## config.mk

```make
export PLATFORM = sky130hd
export DESIGN_NAME = bit_skip_call_clear_decode
export DESIGN_NICKNAME = d
export VERILOG_FILES = /design/src/op_classify.v /design/src/bit_skip_call_clear_decode.v
export VERILOG_INCLUDE_DIRS = /design/src
export SDC_FILE = /design/constraint.sdc
export NUM_CORES = 1
export LEC_CHECK = 0
export ABC_CLOCK_PERIOD_IN_PS = 3700
export BUFFER_PORTS_ARGS = -buffer_cell sky130_fd_sc_hd__buf_2
export CAP_MARGIN = 0
export CORE_MARGIN = 4
export CORE_UTILIZATION = 35
export CTS_BUF_LIST = sky130_fd_sc_hd__clkbuf_4 sky130_fd_sc_hd__clkbuf_8 sky130_fd_sc_hd__clkbuf_16
export DETAILED_ROUTE_END_ITERATION = 10
export GPL_TIMING_DRIVEN = 0
export PLACE_DENSITY_LB_ADDON = 0.12
export SYNTH_ARGS = -nofsm -noshare
export SYNTH_HDL_FRONTEND = slang
export SYNTH_SLANG_ARGS = --single-unit
```

## constraint.sdc

```tcl
create_clock -name sys_clk_i -period 3.7 [get_ports sys_clk_i]
set_clock_uncertainty 0.2 [all_clocks]
set_input_delay 0.925 -clock sys_clk_i [delete_from_list [all_inputs] [get_ports sys_clk_i]]
set_output_delay 0.925 -clock sys_clk_i [all_outputs]
set_load 0.02 [all_outputs]
```

## src/bscc_defines.vh

```
// Purpose: constants for the skip, call and clear decode block
// Assumes: 12-bit instruction words, 11-bit program counter
// Notes: included by both design files
`ifndef BSCC_DEFINES_VH
`define BSCC_DEFINES_VH
`define OP_SKIP_SET 4'h7
`define OP_SKIP_CLR 4'h6
`define OP_CALL 4'h9
`define OP_CLEAR_HI 7'h03
`define NOP_WORD 12'h000
`define ST_PAGE_HI 6
`define ST_PAGE_LO 5
`define ST_ZERO 2
`define PC_RESET 11'h000
`endif

```

## src/op_classify.v

```verilog
// Purpose: classify one instruction word for the decode block
// Assumes: plain combinational logic on the execute word
// Notes: other opcodes classify as none of the four
`timescale 1ns/1ps
`default_nettype none
`include "bscc_defines.vh"
module op_classify (
  // instruction word
  input wire [11:0] instr_i,
  // class outputs
  output reg skip_set_o,
  output reg skip_clr_o,
  output reg call_o,
  output reg clear_o
);

  // decode the top bits of the word
  always @* begin
    skip_set_o = (instr_i[11:8] == `OP_SKIP_SET);
    skip_clr_o = (instr_i[11:8] == `OP_SKIP_CLR);
    call_o = (instr_i[11:8] == `OP_CALL);
    clear_o = (instr_i[11:5] == `OP_CLEAR_HI);
  end

endmodule
`default_nettype wire

```

## src/bit_skip_call_clear_decode.v

```verilog
// Purpose: execute bit-test skips, subroutine call and register clear
// Assumes: fetch pipeline gives one word per cycle with its address
// Notes: stack and register file live outside; outputs are registered
`timescale 1ns/1ps
`default_nettype none
`include "bscc_defines.vh"
module bit_skip_call_clear_decode (
  // clock and reset
  input wire sys_clk_i,
  input wire rst_b_i,
  // fetch pipeline
  input wire instr_valid_i,
  input wire [11:0] instr_i,
  input wire [10:0] instr_addr_i,
  // register file read of the addressed register
  input wire [7:0] file_rdata_i,
  // status register
  input wire [7:0] status_i,
  // register file write
  output reg file_we_o,
  output reg [4:0] file_waddr_o,
  output reg [7:0] file_wdata_o,
  // status zero flag set strobe
  output reg zero_set_o,
  // stack push to stack_top
  output reg stack_push_o,
  output reg [10:0] stack_top_o,
  // program counter load and fetch flush
  output reg pc_load_o,
  output reg [10:0] program_counter_o,
  output reg flush_o,
  // word actually executed this cycle (no-op when flushed)
  output reg [11:0] exec_word_o
);

  wire skip_if_bit_set_op;
  wire skip_if_bit_clear_op;
  wire call_op;
  wire clear_file_reg_op;
  reg kill_q;
  reg kill_d;
  wire live;
  wire bit_val;
  // next values of the registered outputs
  reg push_d;
  reg clear_d;
  reg [11:0] word_d;
  reg [10:0] ret_d;
  reg [10:0] target_d;

  op_classify u_cls (
    .instr_i(instr_i),
    .skip_set_o(skip_if_bit_set_op),
    .skip_clr_o(skip_if_bit_clear_op),
    .call_o(call_op),
    .clear_o(clear_file_reg_op)
  );

  // return address: the word that follows the one in execute
  function [10:0] next_addr;
    input [10:0] addr;
    begin
      next_addr = addr + 11'h001;
    end
  endfunction

  // call target built from page bits, a zero and the literal
  function [10:0] call_target;
    input [7:0] status;
    input [7:0] literal;
    begin
      call_target = {status[`ST_PAGE_HI:`ST_PAGE_LO],
                     1'b0,
                     literal};
    end
  endfunction

  // pick one bit of a register by its three-bit index
  function bit_pick;
    input [7:0] data;
    input [2:0] index;
    begin
      bit_pick = data[index];
    end
  endfunction

  // a word following a taken skip or a call is discarded
  assign live = instr_valid_i & ~kill_q;
  // the register file answers combinationally for the word in execute
  assign bit_val = bit_pick(file_rdata_i, instr_i[7:5]);

  // decide whether the next fetched word must be killed
  always @* begin
    kill_d = 1'b0;
    if (live && skip_if_bit_set_op && bit_val) begin
      kill_d = 1'b1;
    end
    if (live && skip_if_bit_clear_op && !bit_val) begin
      kill_d = 1'b1;
    end
    if (live && call_op) begin
      kill_d = 1'b1;
    end
    if (kill_q && !instr_valid_i) begin
      kill_d = 1'b1; // hold until the doomed word arrives
    end
  end

  // strobes and data for the next cycle
  // skips that fall through raise no strobe and touch no flag
  always @* begin
    push_d = live & call_op;
    clear_d = live & clear_file_reg_op;
    ret_d = next_addr(instr_addr_i);
    target_d = call_target(status_i, instr_i[7:0]);
    if (instr_valid_i && kill_q) begin
      word_d = `NOP_WORD;
    end else if (instr_valid_i) begin
      word_d = instr_i;
    end else begin
      word_d = `NOP_WORD;
    end
  end

  // pending kill: set by a taken skip or a call, held across gaps
  always @(posedge sys_clk_i or negedge rst_b_i) begin
    if (!rst_b_i) begin
      kill_q <= 1'b0;
    end else begin
      kill_q <= kill_d;
    end
  end

  // flush strobe tells fetch that the word after this one is dropped
  // it mirrors the pending kill so fetch sees it the same cycle
  always @(posedge sys_clk_i or negedge rst_b_i) begin
    if (!rst_b_i) begin
      flush_o <= 1'b0;
    end else begin
      flush_o <= kill_d;
    end
  end

  // register file write for the clear-register word
  // the address follows every word; only the strobe qualifies it
  always @(posedge sys_clk_i or negedge rst_b_i) begin
    if (!rst_b_i) begin
      file_we_o <= 1'b0;
      file_waddr_o <= 5'h00;
      file_wdata_o <= 8'h00;
    end else begin
      file_we_o <= clear_d;
      file_waddr_o <= instr_i[4:0];
      file_wdata_o <= 8'h00;
    end
  end

  // zero flag set strobe, raised by the clear-register word only
  // calls and skips leave the flags alone
  always @(posedge sys_clk_i or negedge rst_b_i) begin
    if (!rst_b_i) begin
      zero_set_o <= 1'b0;
    end else begin
      zero_set_o <= clear_d;
    end
  end

  // return stack push with the address of the following word
  always @(posedge sys_clk_i or negedge rst_b_i) begin
    if (!rst_b_i) begin
      stack_push_o <= 1'b0;
      stack_top_o <= `PC_RESET;
    end else begin
      stack_push_o <= push_d;
      stack_top_o <= ret_d;
    end
  end

  // program counter load with the call target
  // the load and the push share one cycle so the stack sees the
  // old counter value before the new one is taken
  always @(posedge sys_clk_i or negedge rst_b_i) begin
    if (!rst_b_i) begin
      pc_load_o <= 1'b0;
      program_counter_o <= `PC_RESET;
    end else begin
      pc_load_o <= push_d;
      program_counter_o <= target_d;
    end
  end

  // word that actually runs: a killed word becomes a no-op
  // a gap in fetch also shows as a no-op so nothing stale repeats
  always @(posedge sys_clk_i or negedge rst_b_i) begin
    if (!rst_b_i) begin
      exec_word_o <= `NOP_WORD;
    end else begin
      exec_word_o <= word_d;
    end
  end

  // note for users of this block:
  // the pending kill waits through cycles without a valid word,
  // so a call followed by a fetch stall still drops exactly one
  // word; a second call cannot be taken until that word is gone,
  // which keeps the stack from seeing two pushes for one branch.
  // the register file read must settle within the same cycle,
  // since the tested bit is taken straight from its answer.

endmodule
`default_nettype wire

```

==> summary.md <==
| Metric | Value |
|---|---|
| Starting density of the core | `0.371` |
| Final Hold Fails | `0` |
| Count leader, synth | `dfrtp_1` |
| NetSw | `0.209 mW` |
| Least-Margin Pin Slew | `0.764 ns` |
| Clock power frac | `0.335` |
| Synthesized area per cell | `13.9 µm²` |
| Grt total ovfl | `0` |
| HPWL Detailed | `2240 µm` |
| Final setup viols | `0` |
| TritonRoute pass-1 iters | `3` |
| Routed wire length | `2760 µm` |
| Vias in the first global route | `1,046` |
| Ys Warns | `0` |
| Internal | `0.641 mW` |
| Drt wl/cell | `around 11 µm` |
| Outcome | `finished clean` |
| DR iter-0 viols | `47` |
| Worst R2R Start | `flush_o` |
| VDD IR-drop max | `around 0.00023 V` |
| Clk root buf | `clkbuf_8` |
| PortBufs | `approximately 80` |
| Clock tree from TritonCTS | `done` |
| Synth Register Bits | `36` |
| Worst-path clk slew | `0.06 ns` |
| Die W | `71.0 µm` |
| Crit-path max FO | `4` |
| Top cells by area, synth | `dfrtp_1, buf_4, and2_1, xnor2_1, mux4_1` |
| First-pass GRT wire length | `4510 µm` |
| Htree depth | `2` |
| Seq/Total Area, Yosys | `0.649` |
| Most common library cells after synthesis | `dfrtp_1, buf_4, and2_1` |
| Fin nets | `236` |
| Period utilization | `0.606` |
| DR vias | `1,003` |
| Crit path capture type | `register` |
| Die area | `~5000 µm²` |
| I/O pins | `94` |
| Detail Route Antenna Nets | `0` |
| GR Util All Layers | `0.113` |
| Achievable frequency | `around 0.45 GHz` |
| RSZ-0062 raised after global routing | `false` |
| Clock Tree Buf Depth | `2` |
| Worst Path Arrival | `between 2 and 2.5 ns` |
| Largest net degree at the start of global routing | `37` |
| FILL cells | `about 360` |
| CORE AREA | `3740 µm²` |
| Vias per Instance | `4.14` |
| CTS resizes | `0` |
| Async SR Flop Fraction | `1.00` |
| Reg power frac | `0.498` |
| Gpl congestion | `0.697` |
| Pleak | `1.10 nW` |
| Later-pin clock latency in the skew report | `between 0.2 and 0.3 ns` |
| EDFF count, synth | `0` |
| Required @ worst endpoint | `3.66 ns` |
| Setup TNS | `0 ns` |
| Final std cells w/o fill | `approximately 240` |
| Rows | `22` |
| Top cell type's share of synthesized area | `0.649` |
| R2R cell count | `4` |
| Die H | `71.0 µm` |
| Share of layout cells above drive strength 1 | `0.541` |
| Placed Cells | `234` |
| Power share of the combinational group | `0.167` |
| Synth area leader | `dfrtp_1` |
| Hold Crit Start | `flush_o` |
| DRC Markers | `0` |
| Final worst path period need | `between 2 and 2.5 ns` |
| Startpoint Class | `primary input` |
| Slew Limit Fails | `0` |
| Tot Pwr | `0.850 mW` |
| Crit path from | `instr_i[5]` |
| Kind of critical path | `primary input to register` |
| Antenna violations before repair | `0` |
| Setup bufs post-CTS | `0` |
| Commonest register cell after synthesis | `dfrtp_1` |
| Tightest Hold Check Type | `register to register` |
| Switching part of the total | `0.246` |
| Netlist cell types | `21` |
| N_diodes | `0` |
| CTS Hold Bufs | `0` |
| Num CTS Buffers | `5` |
| Post-Syn Area | `1390 µm²` |
| Max-cap violations | `0` |
| Min-Delay Path Depth | `1` |
| Util after Layout | `0.525` |
| Hold WS | `0.354 ns` |
| Cells after synthesis | `100` |
| Pwr/cell area | `approximately 430 nW/µm²` |
| Area grow syn2layout | `41.7%` |
| Slew headroom | `0.491` |
| Clock Sinks | `36` |
## sequential cells by signal, summed over array words and instances, names as in the netlist
signal and flops:
stack_top_o 11, flush_o 1, stack_push_o 1, file_waddr_o 4, exec_word_o 12, zero_set_o 1
program_counter_o 6
## placed cells by master, fill, tap and decap left out
| cell type | netlist | final |
|---|---|---|
| and3b_1 | 1 | 1 |
| nor2b_1 | 1 | 1 |
| xor2_1 | 3 | 3 |
| clkbuf_8 | 0 | 6 |
| and3_1 | 5 | 5 |
| nand3_1 | 5 | 5 |
| buf_2 | 0 | 78 |
| clkbuf_1 | 1 | 1 |
| a221o_2 | 1 | 1 |
| nor4b_1 | 1 | 1 |
| and2_1 | 10 | 10 |
| mux4_1 | 2 | 2 |
| and2_2 | 2 | 2 |
| buf_4 | 16 | 16 |
| and4_1 | 1 | 1 |
| nor2_1 | 1 | 1 |
| xnor2_1 | 7 | 7 |
| nand2_1 | 2 | 2 |
| clkbuf_4 | 0 | 2 |
| mux2i_1 | 1 | 1 |
| dfrtp_1 | 36 | 36 |
| inv_1 | 2 | 2 |
| conb_1 | 1 | 9 |
| ha_1 | 1 | 1 |
## routing by layer
metal	vias to the layer above	track usage	wire [µm]
met2	48	0.189	1390
met1	466	0.130	1070
met4	0	0.0438	18
met3	2	0.0440	281
met5	-	0	0
li1	487	-	-
## critical path, cell delays in order
cell and delay (ns):
buf_2 0.12, mux4_1 0.55, mux2i_1 0.16, xor2_1 0.09, a221o_2 0.36
## cells by family (layout without fill, tap and decap cells)
family,Yosys count,count (layout),synth area share
DFF,36,36,0.649
and+or+nand+nor,29,29,0.128
buffers and inverters,19,105,0.0947
xor gates and xnor gates,10,10,0.0631
muxes,3,3,0.0451
adders and majority gates,1,1,0.00902
other,1,9,0.00270
AOI/OAI and AO/OA,1,1,0.00811
## layout make-up
| type | instances | area (µm²) | area share |
|---|---|---|---|
| Tap cell | 48 | 60.1 | 0.0306 |
| Inverter | 2 | 7.51 | 0.00382 |
| Timing Repair Buffer | 78 | 390 | 0.199 |
| Multi-Input combinational cell | 53 | 385 | 0.196 |
| Sequential cell | 36 | 901 | 0.458 |
| Clock buffer | 8 | 97.6 | 0.0496 |
| Buffer | 17 | 124 | 0.0630 |
## power by group through the flow
stage          clock network [mW]  registers, mW  logic [mW]
3_3_place_gp                    0          0.430       0.142
6_report                    0.285          0.423       0.142
3_5_place_dp                    0          0.431       0.144
2_1_floorplan                   0          0.462      0.0479
5_1_grt                     0.319          0.426       0.154
4_1_cts                     0.295          0.424       0.144
## metrics by stage
step                      cell area (µm²)  setup WS (ns)
final                                1970           1.46
after global routing                 1970           1.41
after CTS                            1970           1.46
after detailed placement             1870           1.16
after global placement               1870           1.16
after floorplan                      1420           1.35
## final timing paths
path,endpoint,slack (ns)
worst max-delay path,flush_o,1.46
worst min-delay path,flush_o,0.35
worst max register to register,zero_set_o,2.21
worst min register to register,flush_o,0.35
max in group asynchronous,exec_word_o[5],2.29
min in group asynchronous,stack_top_o[7],0.53
No activity file was read; power rests on OpenSTA's default activity.
